==> src/rtl/low_vector_defines.svh <==
// Vector numbers, decode constants and reset values of the exception unit
`ifndef LOW_VECTOR_DEFINES_SVH
`define LOW_VECTOR_DEFINES_SVH

`define VEC_QUOTIENT    8'h00
`define VEC_DEBUG       8'h01
`define VEC_NMI         8'h02
`define VEC_BREAKPOINT  8'h03
`define VEC_OVERFLOW    8'h04

`define INTN_BRK_IMM    8'h03
`define BRK_INSTR_LEN   32'h0000_0001

`define DEBUG_STATUS_RST 6'h00
`define FLAGS_RST        2'h0

`endif

==> src/rtl/low_vector_pkg.sv <==
// Types shared by the exception unit and its pipeline neighbours
package low_vector_pkg;

   localparam int ADDR_W = 32;
   localparam int DATA_W = 32;

   typedef enum logic [2:0] {
      op_other,
      op_udiv,
      op_sdiv,
      op_intn,
      op_into,
      op_add,
      op_sub
   } op_t;

   typedef enum logic [1:0] {
      cls_none,
      cls_fault,
      cls_trap
   } exc_class_t;

   typedef struct packed {
      logic [ADDR_W-1:0]   addr;
      logic [ADDR_W-1:0]   next_addr;
      op_t                 op;
      logic [7:0]          opcode;
      logic [7:0]          imm;
      logic [DATA_W-1:0]   opnd_hi;
      logic [DATA_W-1:0]   opnd_a;
      logic [DATA_W-1:0]   opnd_b;
   } instr_info_t;

   typedef struct packed {
      logic task_switch;
      logic single_step;
      logic gen_detect;
      logic io_brk;
      logic data_brk;
      logic fetch_brk;
   } debug_cond_t;

   typedef struct packed {
      logic signed_overflow_flag;
      logic carry_flag;
   } flags_t;

   typedef struct packed {
      logic [7:0]          vector;
      exc_class_t          cls;
      logic                err_code_valid;
      logic [ADDR_W-1:0]   save_addr;
   } exc_req_t;

endpackage : low_vector_pkg

==> src/rtl/low_vector_exception_unit.sv <==
// Recognition and classification of exception vectors zero to four
`timescale 1ns/1ps
`include "low_vector_defines.svh"

module low_vector_exception_unit #(
   parameter logic [7:0] BRK_OPCODE = 8'hfe
) (
   // Clock and reset
   input  wire logic                         core_clk,
   input  wire logic                         arst_n,
   // Instruction pipeline
   input  wire low_vector_pkg::instr_info_t  instr,
   input  wire low_vector_pkg::debug_cond_t  dbg,
   input  wire logic                         instr_valid,
   output logic                              instr_ready,
   output logic                              instr_commit,
   output logic                              instr_squash,
   // Unmaskable interrupt sources
   input  wire logic                         nmi_pin,
   input  wire logic                         lic_nmi_req,
   // Delivery logic
   output low_vector_pkg::exc_req_t          exc_req,
   output logic                              exc_req_valid,
   input  wire logic                         exc_req_ready,
   // Status
   input  wire logic [5:0]                   debug_status_clr,
   output low_vector_pkg::debug_cond_t       debug_status_reg,
   output low_vector_pkg::flags_t            processor_flags_reg
);

   localparam int W = low_vector_pkg::DATA_W;

   // Pin synchroniser, change counts when stages two and three agree
   logic       nmi_s1_reg;
   logic       nmi_s2_reg;
   logic       nmi_s3_reg;
   logic       nmi_lvl_reg;
   logic       nmi_rise;

   always_ff @(posedge core_clk or negedge arst_n) begin
      if (!arst_n) begin
         nmi_s1_reg  <= 1'b0;
         nmi_s2_reg  <= 1'b0;
         nmi_s3_reg  <= 1'b0;
         nmi_lvl_reg <= 1'b0;
      end else begin
         nmi_s1_reg <= nmi_pin;
         nmi_s2_reg <= nmi_s1_reg;
         nmi_s3_reg <= nmi_s2_reg;
         if (nmi_s2_reg == nmi_s3_reg) begin
            nmi_lvl_reg <= nmi_s3_reg;
         end
      end
   end

   assign nmi_rise = (nmi_s2_reg == nmi_s3_reg) & nmi_s3_reg & ~nmi_lvl_reg;

   // Helpers
   logic       div_fault;
   logic       ar_carry;
   logic       ar_ovf;

   quotient_check #(.W(W)) i_quotient_check (
      .dividend  ({instr.opnd_hi, instr.opnd_a}),
      .divisor   (instr.opnd_b),
      .is_signed (instr.op == low_vector_pkg::op_sdiv),
      .fault     (div_fault)
   );

   arith_flags #(.W(W)) i_arith_flags (
      .a     (instr.opnd_a),
      .b     (instr.opnd_b),
      .sub   (instr.op == low_vector_pkg::op_sub),
      .carry (ar_carry),
      .ovf   (ar_ovf)
   );

   // Registers
   logic                          req_valid_reg;
   low_vector_pkg::exc_req_t      req_reg;
   logic                          pend_dbg_reg;
   logic                          pend_nmi_reg;
   logic [low_vector_pkg::ADDR_W-1:0] boundary_reg;
   logic                          ready_reg;
   logic                          commit_reg;
   logic                          squash_reg;
   low_vector_pkg::debug_cond_t   dstat_reg;
   low_vector_pkg::flags_t        flags_reg;

   // Decode
   wire accept     = instr_valid & ready_reg;
   wire is_div     = (instr.op == low_vector_pkg::op_udiv) |
                     (instr.op == low_vector_pkg::op_sdiv);
   wire fault_dbg  = accept & (dbg.fetch_brk | dbg.gen_detect);
   wire fault_div  = accept & ~fault_dbg & is_div & div_fault;
   wire fault_any  = fault_dbg | fault_div;
   wire completes  = accept & ~fault_any;
   wire is_brk     = instr.opcode == BRK_OPCODE;
   wire is_int3    = (instr.op == low_vector_pkg::op_intn) &
                     (instr.imm == `INTN_BRK_IMM);
   wire trap_brk   = completes & (is_brk | is_int3);
   wire trap_ovf   = completes & ~trap_brk &
                     (instr.op == low_vector_pkg::op_into) &
                     flags_reg.signed_overflow_flag;
   wire dbg_trap   = completes & (dbg.data_brk | dbg.io_brk |
                     dbg.single_step | dbg.task_switch);
   wire is_arith   = (instr.op == low_vector_pkg::op_add) |
                     (instr.op == low_vector_pkg::op_sub);
   wire [low_vector_pkg::ADDR_W-1:0] after_addr =
      is_brk ? instr.addr + `BRK_INSTR_LEN : instr.next_addr;
   wire slot_free  = ~req_valid_reg | exc_req_ready;
   wire take_pdbg  = ~accept & slot_free & pend_dbg_reg;
   wire take_nmi   = ~accept & slot_free & ~pend_dbg_reg & pend_nmi_reg;
   wire nmi_set    = nmi_rise | lic_nmi_req;

   // Request selection
   low_vector_pkg::exc_req_t req_next;
   logic                     issue;

   always_comb begin
      issue              = 1'b1;
      req_next           = req_reg;
      req_next.err_code_valid = 1'b0;
      if (fault_dbg) begin
         req_next.vector    = `VEC_DEBUG;
         req_next.cls       = low_vector_pkg::cls_fault;
         req_next.save_addr = instr.addr;
      end else if (fault_div) begin
         req_next.vector    = `VEC_QUOTIENT;
         req_next.cls       = low_vector_pkg::cls_fault;
         req_next.save_addr = instr.addr;
      end else if (trap_brk | trap_ovf) begin
         req_next.vector    = trap_brk ? `VEC_BREAKPOINT : `VEC_OVERFLOW;
         req_next.cls       = low_vector_pkg::cls_trap;
         req_next.save_addr = after_addr;
      end else if (dbg_trap) begin
         req_next.vector    = `VEC_DEBUG;
         req_next.cls       = low_vector_pkg::cls_trap;
         req_next.save_addr = after_addr;
      end else if (take_pdbg) begin
         req_next.vector    = `VEC_DEBUG;
         req_next.cls       = low_vector_pkg::cls_trap;
         req_next.save_addr = boundary_reg;
      end else if (take_nmi) begin
         req_next.vector    = `VEC_NMI;
         req_next.cls       = low_vector_pkg::cls_none;
         req_next.save_addr = boundary_reg;
      end else begin
         issue              = 1'b0;
      end
   end

   wire req_valid_next = issue | (req_valid_reg & ~exc_req_ready);
   wire pend_dbg_next  = (dbg_trap & (trap_brk | trap_ovf)) |
                         (pend_dbg_reg & ~take_pdbg);
   wire pend_nmi_next  = nmi_set | (pend_nmi_reg & ~take_nmi);
   wire busy_next      = req_valid_next | pend_dbg_next | pend_nmi_next;

   // Causes recorded into debug status, set wins over clear
   low_vector_pkg::debug_cond_t dset;
   assign dset.fetch_brk   = fault_dbg & dbg.fetch_brk;
   assign dset.gen_detect  = fault_dbg & dbg.gen_detect;
   assign dset.data_brk    = completes & dbg.data_brk;
   assign dset.io_brk      = completes & dbg.io_brk;
   assign dset.single_step = completes & dbg.single_step;
   assign dset.task_switch = completes & dbg.task_switch;

   wire [5:0] dstat_next = (dstat_reg & ~debug_status_clr) | dset;

   always_ff @(posedge core_clk or negedge arst_n) begin
      if (!arst_n) begin
         req_valid_reg <= 1'b0;
         req_reg       <= '0;
         pend_dbg_reg  <= 1'b0;
         pend_nmi_reg  <= 1'b0;
         boundary_reg  <= '0;
         ready_reg     <= 1'b0;
         commit_reg    <= 1'b0;
         squash_reg    <= 1'b0;
         dstat_reg     <= `DEBUG_STATUS_RST;
         flags_reg     <= `FLAGS_RST;
      end else begin
         req_valid_reg <= req_valid_next;
         if (issue) begin
            req_reg <= req_next;
         end
         pend_dbg_reg  <= pend_dbg_next;
         pend_nmi_reg  <= pend_nmi_next;
         ready_reg     <= ~busy_next;
         commit_reg    <= completes;
         squash_reg    <= fault_any;
         dstat_reg     <= dstat_next;
         if (fault_any) begin
            boundary_reg <= instr.addr;
         end else if (completes) begin
            boundary_reg <= after_addr;
         end
         if (completes & is_arith & ~is_brk) begin
            flags_reg <= {ar_ovf, ar_carry};
         end
      end
   end

   assign instr_ready         = ready_reg;
   assign instr_commit        = commit_reg;
   assign instr_squash        = squash_reg;
   assign exc_req             = req_reg;
   assign exc_req_valid       = req_valid_reg;
   assign debug_status_reg    = dstat_reg;
   assign processor_flags_reg = flags_reg;

   // Checks
   property p_div_fault;
      @(posedge core_clk) disable iff (!arst_n)
      fault_div |=> exc_req_valid && exc_req.vector == `VEC_QUOTIENT &&
         exc_req.cls == low_vector_pkg::cls_fault &&
         exc_req.save_addr == $past(instr.addr) && !exc_req.err_code_valid;
   endproperty
   a_div_fault: assert property (p_div_fault)
      else $error("divide fault not raised as expected");

   property p_div_squash;
      @(posedge core_clk) disable iff (!arst_n)
      fault_div |=> instr_squash && !instr_commit ##1 !instr_squash;
   endproperty
   a_div_squash: assert property (p_div_squash)
      else $error("faulting divide was not squashed");

   property p_dbg_fault;
      @(posedge core_clk) disable iff (!arst_n)
      accept && dbg.fetch_brk |=> exc_req.vector == `VEC_DEBUG &&
         exc_req.cls == low_vector_pkg::cls_fault &&
         exc_req.save_addr == $past(instr.addr) && instr_squash;
   endproperty
   a_dbg_fault: assert property (p_dbg_fault)
      else $error("fetch breakpoint not a fault on its own address");

   property p_dbg_trap;
      @(posedge core_clk) disable iff (!arst_n)
      dbg_trap && !trap_brk && !trap_ovf |=> instr_commit &&
         exc_req_valid && exc_req.cls == low_vector_pkg::cls_trap &&
         exc_req.save_addr == $past(after_addr);
   endproperty
   a_dbg_trap: assert property (p_dbg_trap)
      else $error("debug trap class or address wrong");

   property p_dbg_status;
      @(posedge core_clk) disable iff (!arst_n)
      completes && dbg.single_step |=> debug_status_reg.single_step;
   endproperty
   a_dbg_status: assert property (p_dbg_status)
      else $error("single step cause not recorded");

   property p_brk;
      @(posedge core_clk) disable iff (!arst_n)
      completes && is_brk |=> exc_req_valid &&
         exc_req.vector == `VEC_BREAKPOINT &&
         exc_req.save_addr == $past(instr.addr) + `BRK_INSTR_LEN &&
         $stable(processor_flags_reg);
   endproperty
   a_brk: assert property (p_brk)
      else $error("breakpoint address or state wrong");

   property p_into;
      @(posedge core_clk) disable iff (!arst_n)
      completes && instr.op == low_vector_pkg::op_into && !is_brk |=>
         (exc_req_valid && exc_req.vector == `VEC_OVERFLOW) ==
         $past(flags_reg.signed_overflow_flag);
   endproperty
   a_into: assert property (p_into)
      else $error("overflow check did not follow the flag");

   property p_nmi;
      @(posedge core_clk) disable iff (!arst_n)
      lic_nmi_req && instr_ready && !instr_valid |=> !instr_ready ##1
         exc_req_valid && exc_req.vector == `VEC_NMI &&
         exc_req.cls == low_vector_pkg::cls_none;
   endproperty
   a_nmi: assert property (p_nmi)
      else $error("unmaskable request not delivered in two cycles");

   property p_nmi_complete;
      @(posedge core_clk) disable iff (!arst_n)
      nmi_set && completes |=> instr_commit && pend_nmi_reg;
   endproperty
   a_nmi_complete: assert property (p_nmi_complete)
      else $error("instruction not completed ahead of unmaskable request");

   property p_flags;
      @(posedge core_clk) disable iff (!arst_n)
      completes && instr.op == low_vector_pkg::op_add && !is_brk |=>
         processor_flags_reg == {$past(ar_ovf), $past(ar_carry)};
   endproperty
   a_flags: assert property (p_flags)
      else $error("add did not update the flags");

   property p_hold;
      @(posedge core_clk) disable iff (!arst_n)
      exc_req_valid && !exc_req_ready |=> exc_req_valid && $stable(exc_req);
   endproperty
   a_hold: assert property (p_hold)
      else $error("request changed before it was taken");

   c_div:  cover property (@(posedge core_clk) disable iff (!arst_n)
                           fault_div);
   c_brk:  cover property (@(posedge core_clk) disable iff (!arst_n)
                           trap_brk && dbg_trap);
   c_nmi:  cover property (@(posedge core_clk) disable iff (!arst_n)
                           take_nmi);
   c_into: cover property (@(posedge core_clk) disable iff (!arst_n)
                           trap_ovf);

endmodule : low_vector_exception_unit

==> src/rtl/quotient_check.sv <==
// Detects a zero divisor or a quotient too wide for its destination
`timescale 1ns/1ps
module quotient_check #(
   parameter int W = 32
) (
   // Operands
   input  wire logic [2*W-1:0] dividend,
   input  wire logic [W-1:0]   divisor,
   input  wire logic           is_signed,
   // Result
   output logic                fault
);

   function automatic logic [2*W-1:0] mag2(input logic [2*W-1:0] x);
      mag2 = x[2*W-1] ? (~x + 1'b1) : x;
   endfunction : mag2

   function automatic logic [W-1:0] mag1(input logic [W-1:0] x);
      mag1 = x[W-1] ? (~x + 1'b1) : x;
   endfunction : mag1

   logic [2*W-1:0] dd_mag;
   logic [W-1:0]   dv_mag;
   logic [2*W:0]   lim_pos;
   logic [2*W:0]   lim_neg;
   logic           neg_q;
   logic           u_fault;
   logic           s_fault;

   // Quotient fits in M iff dividend < divisor * (M + 1)
   assign dd_mag  = mag2(dividend);
   assign dv_mag  = mag1(divisor);
   assign neg_q   = dividend[2*W-1] ^ divisor[W-1];
   assign lim_pos = {2'b00, dv_mag, {(W-1){1'b0}}};
   assign lim_neg = lim_pos + {{(W+1){1'b0}}, dv_mag};
   assign u_fault = dividend[2*W-1:W] >= divisor;
   assign s_fault = {1'b0, dd_mag} >= (neg_q ? lim_neg : lim_pos);
   assign fault   = (divisor == '0) | (is_signed ? s_fault : u_fault);

endmodule : quotient_check

==> src/rtl/arith_flags.sv <==
// Carry and signed overflow of an addition or subtraction
`timescale 1ns/1ps
module arith_flags #(
   parameter int W = 32
) (
   // Operands
   input  wire logic [W-1:0] a,
   input  wire logic [W-1:0] b,
   input  wire logic         sub,
   // Flags
   output logic              carry,
   output logic              ovf
);

   logic [W:0] sum;
   logic [W:0] diff;

   assign sum   = {1'b0, a} + {1'b0, b};
   assign diff  = {1'b0, a} - {1'b0, b};
   assign carry = sub ? diff[W] : sum[W];
   assign ovf   = sub ? ((a[W-1] != b[W-1]) & (diff[W-1] != a[W-1]))
                      : ((a[W-1] == b[W-1]) & (sum[W-1] != a[W-1]));

endmodule : arith_flags

==> config.mk <==
export PLATFORM = sky130hd
export DESIGN_NAME = low_vector_exception_unit
export DESIGN_NICKNAME = d
export VERILOG_FILES = /design/src/rtl/low_vector_pkg.sv /design/src/rtl/low_vector_exception_unit.sv /design/src/rtl/quotient_check.sv /design/src/rtl/arith_flags.sv
export VERILOG_INCLUDE_DIRS = /design/src /design/src/rtl
export SDC_FILE = /design/constraint.sdc
export NUM_CORES = 1
export LEC_CHECK = 0
export BUFFER_PORTS_ARGS = -buffer_cell sky130_fd_sc_hd__buf_2
export CORE_UTILIZATION = 35
export DETAILED_ROUTE_END_ITERATION = 8
export GPL_ROUTABILITY_DRIVEN = 0
export PLACE_DENSITY = 0.53
export SYNTH_ARGS = -nofsm -noshare
export SYNTH_HDL_FRONTEND = slang
export SYNTH_HIERARCHICAL = 1
export SYNTH_SLANG_ARGS = --single-unit
==> constraint.sdc <==
create_clock -name core_clk -period 3.2 [get_ports core_clk]
set_clock_uncertainty 0.15 [all_clocks]
set_input_delay 0 -clock core_clk [delete_from_list [all_inputs] [get_ports core_clk]]
set_output_delay 0 -clock core_clk [all_outputs]
set_load 0.1 [all_outputs]
==> Word-level counts from Yosys, hierarchy flattened <==
Cells that the tools add are included.
{ "word_totals": {"regBits": 92, "latch_bits": 0, "ramBits": 0, "rom_bits": 0, "in_bits": 197, "output_inout_bits": 55, "word_cells": 142, "mem_count": 0} }
{ "op_classes": {"addsub": 6, "mul": 0, "n_div": 0, "magnitude_cmp": 2, "eq_ne": 13, "n_shift": 0, "n_mux": 28, "bitwise": 67, "n_reduce_logical": 4} }
{ "op_table": {"columns": ["cell", "n"], "rows": [
  ["$mux 32", 10],
  ["$ge 64x65->1", 1],
  ["$mux 65", 1],
  ["$add 32x1->32 const B", 2],
  ["$add 63x32->64", 1],
  ["$add 64x1->64 const B", 1],
  ["$mux 64", 1],
  ["$not 64->64", 1],
  ["$mux 10", 6],
  ["$add 32x32->33", 1],
  ["$sub 32x32->33", 1],
  ["$and 1x1->1", 32],
  ["$ge 32x32->1", 1],
  ["$logic_not 32->1", 1],
  ["$not 32->32", 1],
  ["$or 1x1->1", 17],
  ["$not 1->1", 12],
  ["$eq 3x3->1 const B", 3],
  ["$mux 1", 9],
  ["$eq 8x2->1 const B", 1],
  ["$eq 8x8->1 const B", 1],
  ["$and 6x6->6", 1],
  ["$eq 3x2->1 const B", 2],
  ["$not 6->6", 1],
  ["other kinds (9)", 12]
]} }

==> Longest topological paths before layout <==
{ "depth": {"word_depth": 25, "ltp_mapped": 31, "ltp_nobuf": 29} }

==> Modules after synthesis <==
The synthesis kept the hierarchy.
{ "modules_own_cells": {"columns": ["module", "n_inst", "cells_per_inst", "area_per_inst_um2"], "rows": [
  ["low_vector_exception_unit", 1, 598, 5263.8],
  ["quotient_check", 1, 706, 5151.2],
  ["arith_flags", 1, 217, 1622.8]
]} }

==> Least setup slack after synthesis <==
OpenSTA, ideal clock, no wires.
{ "synth_path": {"path_kind": "in2reg", "start": "input instr[12] in the netlist's numbering", "end": "register req_reg (netlist bit exc_req[23])", "t_arrival_ns": 5.879, "slack_ns": -2.964, "stages": 30, "path_buffers": 3, "path_cell_list": "or4_1 -> or3_1 -> buf_2 -> nor3_1 -> nor3b_1 -> ha_1 -> ha_1 -> nand2b_1 -> a2111oi_0 -> nand4b_1 -> nor4_1 -> nand2_1 -> xnor2_1 -> ha_1 -> a21o_1 -> a21o_1 -> a21oi_1 -> nor2b_1 -> o21ai_0 -> a21oi_1 -> a211oi_1 -> a21oi_1 -> and4b_1 -> a21oi_1 -> nand2_1 -> or3_1 -> buf_2 -> buf_6 -> a41oi_2 -> o31ai_1"} }
{ "synth_between": {"elab_chain_cells": 22, "elab_cells_between_ends": 31, "cone_classes": "add/sub (2); order compare (2); mux (11); bitwise (13); reduce/logical (3)"} }
{ "synth_rtl": {"columns": ["item", "line_no", "text"], "rows": [
  ["start, declared", "low_vector_exception_unit.sv:12", "input wire low_vector_pkg::instr_info_t instr,"],
  ["$not 32->32", "quotient_check.sv:19", "mag1 = x[W-1] ? (~x + 1'b1) : x;"],
  ["$add 32x1->32", "quotient_check.sv:19", null],
  ["$mux 32", "quotient_check.sv:19", null],
  ["$add 63x32->64", "quotient_check.sv:35", "assign lim_neg = lim_pos + {{(W+1){1'b0}}, dv_mag};"],
  ["$mux 65", "quotient_check.sv:37", "assign s_fault = {1'b0, dd_mag} >= (neg_q ? lim_neg : lim_pos);"],
  ["$ge 64x65->1", "quotient_check.sv:37", null],
  ["$mux 1", "quotient_check.sv:38", "assign fault = (divisor == '0) | (is_signed ? s_fault : u_fault);"],
  ["$or 1x1->1 (*)", "quotient_check.sv:38", null],
  ["named net div_fault", "low_vector_exception_unit.sv:59", "logic div_fault;"],
  ["(+5 left out)", null, null],
  ["$not 1->1", "low_vector_exception_unit.sv:102", "wire trap_ovf = completes & ~trap_brk &"],
  ["$and 1x1->1 (2 in a row)", "low_vector_exception_unit.sv:102", null],
  ["$and 1x1->1", "low_vector_exception_unit.sv:103", "(instr.op == low_vector_pkg::op_into) &"],
  ["$or 1x1->1", "low_vector_exception_unit.sv:132", "end else if (trap_brk | trap_ovf) begin"],
  ["$mux 1", "low_vector_exception_unit.sv:132", null],
  ["$mux 1", "low_vector_exception_unit.sv:128", "end else if (fault_div) begin"],
  ["$mux 1", "low_vector_exception_unit.sv:124", "if (fault_dbg) begin"],
  ["$reduce_and 2->1 (no line)", null, null],
  ["end signal, assigned", "low_vector_exception_unit.sv:185", "req_reg <= req_next;"],
  ["end, declared", "low_vector_exception_unit.sv:80", "low_vector_pkg::exc_req_t req_reg;"]
]} }
The timed path passes the listed nets; every way through them passes the cells marked *.
A chain may end at the register's enable or synchronous reset.

==> Worst setup path in the final report <==
{ "layout_path": {"start": "input instr[15] in the netlist's numbering", "end": "register req_reg (netlist bit exc_req[4])"} }
Same word-level chain as after synthesis.

==> impl_metrics.env <==
export IMPL_crit_type="in -> reg"
export IMPL_synth_xor_area_share_pct=10.84
export IMPL_p_int_uw=4042
export IMPL_holdWs_ns=0.02184
export IMPL_drt_initial_drc_count=992
export IMPL_cpPeakStageDelay_ns=0.55
export IMPL_drv_cap=0
export IMPL_crit_arrival_ns=5.79
export IMPL_synth_top_family_by_area="compound AO/OA/AOI/OAI gates"
export IMPL_cts_sinks=87
export IMPL_ys_ff_latch=87
export IMPL_met2_length_mm=22.32
export IMPL_path_clk_slew_ns=0.06
export IMPL_routed_wl_mm=49.38
export IMPL_grt_pass1_wl_mm=75.07
export IMPL_first_pass_iters=5
export IMPL_synthMuxAreaShare_pct=1.123
export IMPL_fmax_ghz=0.1753
export IMPL_synth_seq_area_share_pct=18.09
export IMPL_timing_final_crit_share_pct=178.3
export IMPL_p_switching_uw=4080
export IMPL_port_buffers=245
export IMPL_synthAdderAreaFrac_pct=17.05
export IMPL_synth_cell_types=89
export IMPL_fp_dieW_um=187.5
export IMPL_start_util_pct=35.72
export IMPL_pin_count=252
export IMPL_synth_edf_count=0
export IMPL_dp_hpwl_mm=37.08
export IMPL_cts_buffer_depth=2
export IMPL_synthCells=1521
export IMPL_n_antenna_cell=0
export IMPL_ys_async_sr_fraction_pct=100.0
export IMPL_rr_endpoint="exc_req[26]"
export IMPL_crit_path_max_fanout=5
export IMPL_p_leak_uw=0.008649
export IMPL_pwr_share_clk_pct=14.1
export IMPL_status="finished with violations"
export IMPL_grt_pass1_vias=13968
export IMPL_ys_flop_type="dfrtp_1"
export IMPL_violations="setup timing"
export IMPL_insertion_delay_ns=0.34
export IMPL_slew_violations=0
export IMPL_hold_end="processor_flags_reg[1]"
export IMPL_reg2reg_depth=6
export IMPL_clockRootBuffer="clkbuf_16"
export IMPL_track_usage_pct=26.81
export IMPL_critPathSlowestCell="or4_4"
export IMPL_netlist_area_um2=12040
export IMPL_swShare_pct=50.23
export IMPL_synth_simple_gate_area_share_pct=23.16
export IMPL_reg2reg_from="instr_ready"
export IMPL_routed_via_density=5.529
export IMPL_rsz0062_at_grt="yes"
export IMPL_final_area_um2=18710
export IMPL_crit_path_start_kind="primary input"
export IMPL_htreeDepth=3
export IMPL_tns_ns=-181.64
export IMPL_ir_drop_mv=0.5719
export IMPL_post_drt_wl_per_cell_um=18.78
export IMPL_dieArea_um2=35140
export IMPL_crit_required_ns=3.28
export IMPL_cts_made_buffers=9
export IMPL_setup_viol=78
export IMPL_ant_nets=0
export IMPL_antenna_found_initial=0
export IMPL_via_count=14542
export IMPL_power_sequential_fraction_pct=23.1
export IMPL_largest_register_ff_count=37
export IMPL_final_cell_mix="buf_4 (327), buf_2 (242), ha_1 (161), xnor2_1 (122), nand2_1 (104)"
export IMPL_die_height_um=187.5
export IMPL_dr_wl_met3_mm=2.977
export IMPL_power_density_nw_per_um2=434.0
export IMPL_topRoutingLayerUsed="met4"
export IMPL_grt_max_degree=67
export IMPL_crit_path_end_kind="flip-flop"
export IMPL_period_needed_ns=5.705
export IMPL_core_um2=33700
export IMPL_pwr_share_comb_pct=62.8
export IMPL_mostFrequentLayoutCell="buf_4"
export IMPL_hold_depth=3
export IMPL_worst_slack_ns=-2.505
export IMPL_min_from="instr[114]"
export IMPL_regToRegSetupSlack_ns=0.79
export IMPL_final_util_pct=55.53
export IMPL_hold_violations=0
export IMPL_cts_tree="done"
export IMPL_worst_pin_slew_ns=0.9325
export IMPL_overflow=0
export IMPL_layout_drive_gt1_share_pct=38.31
export IMPL_placed_area_um2=15970
export IMPL_layout_area_overhead_vs_synth_pct=55.46
export IMPL_max_slew_margin_pct=37.83
export IMPL_syn_avg_cell_area_um2=7.914
export IMPL_synth_compound_area_share_pct=24.06
export IMPL_nets=2538
export IMPL_min_delay_path_class="in -> reg"
export IMPL_met1_length_mm=22.52
export IMPL_num_rows=67
export IMPL_drcViolationCount=0
export IMPL_synth_warning_count=6
==> kinds of logic after synthesis <==
family / after synthesis
AO/OA/AOI/OAI: 420
XOR/XNOR: 149
adder cells (fa/ha/maj): 164
buffers and inverters: 165
flip-flops: 87
multiplexers: 13
other: 2
AND/OR/NAND/NOR: 521
==> how the worst max path moves through the flow <==
stage / slack (ns) / startpoint / depth (start not counted) / endpoint
after floorplan: -2.39 / instr[15] / 30 / exc_req[23]
after global placement: -3.49 / instr[18] / 29 / exc_req[20]
after detailed placement: -3.60 / instr[18] / 29 / exc_req[20]
after CTS: -2.41 / instr[21] / 29 / exc_req[26]
after global routing: -2.80 / instr[15] / 31 / exc_req[13]
final: -2.51 / instr[15] / 29 / exc_req[4]
==> metrics by stage <==
stage          setup WS (ns)  instances  total power, uW
3_5_place_dp          -3.604       2453             6289
3_3_place_gp          -3.493       2453             6235
5_1_grt               -2.805       2630             8543
6_report              -2.505       2630             8122
4_1_cts               -2.406       2608             7814
2_1_floorplan         -2.386       1526             4978
==> critical path, delay by kind of cell <==
family          cells  cell delay (ns)
compound gates      9             1.62
buf+inv             5             0.77
fa+ha+maj           3             0.64
simple gates       11             2.56
xor+xnor            1             0.20
==> repair_timing <==
item | 4_1_cts | 5_1_grt
pin swaps | 37 | 25
hold endpoints to repair | 136 | 0
gates cloned | 6 | 4
setup buffers | 59 | 24
resized for setup | 152 | 90
setup endpoints to repair | 78 | 78
hold buffers | 76 | 0
==> Yosys cell counts, drive strengths merged (6+ instances only) <==
cell	instances	share of area, %
inv	96	3.0
buf	26	1.3
o21ai	99	4.4
or3	22	1.2
or2	40	2.1
o2111ai	8	0.58
o21bai	7	0.44
a22oi	15	0.94
a31oi	11	0.70
a211oi	20	1.2
nand3b	9	0.56
nor2b	11	0.57
and2	10	0.52
a21oi	91	3.8
a221o	15	1.2
nand4	34	1.8
nor3	35	1.5
mux2i	9	0.75
nor2	95	3.0
ha	164	17
or4	21	1.5
nand4b	6	0.44
xnor2	124	9.0
nand3	47	2.0
nand2	118	3.7
o211ai	14	0.87
dfrtp	87	18
a21o	23	1.4
a211o	9	0.65
xor2	25	1.8
o41ai	18	1.5
clkbuf	42	1.3
a41oi	8	0.64
nand2b	19	0.99
nor4	31	1.8
o31ai	35	2.2
==> cell type report <==
cell class              instances  area (um^2)
clock buffers                  13        240.2
clock inverters                 3        67.56
fillers                      3196        14990
inverters                      97        376.6
multi-input cells            1274         9912
flip-flops and latches         87         2177
well taps                     448        560.5
repair buffers                708         5380
==> metal layers <==
layer	up-vias	GRT usage, %
met5	-	0
met4	0	7.817
met3	99	3.884
met2	560	43.49
met1	6927	36.72
li1	6956	-
==> power by group through the flow <==
| stage | Combinational, uW | Clock, uW | Sequential, uW |
|---|---|---|---|
| after detailed placement | 4460 | 0 | 1830 |
| after CTS | 4830 | 1150 | 1830 |
| final | 5100 | 1140 | 1880 |
| after global routing | 5420 | 1210 | 1920 |
| after global placement | 4410 | 0 | 1820 |
| after floorplan | 1620 | 0 | 3360 |
(Power assumes the default switching activity.)
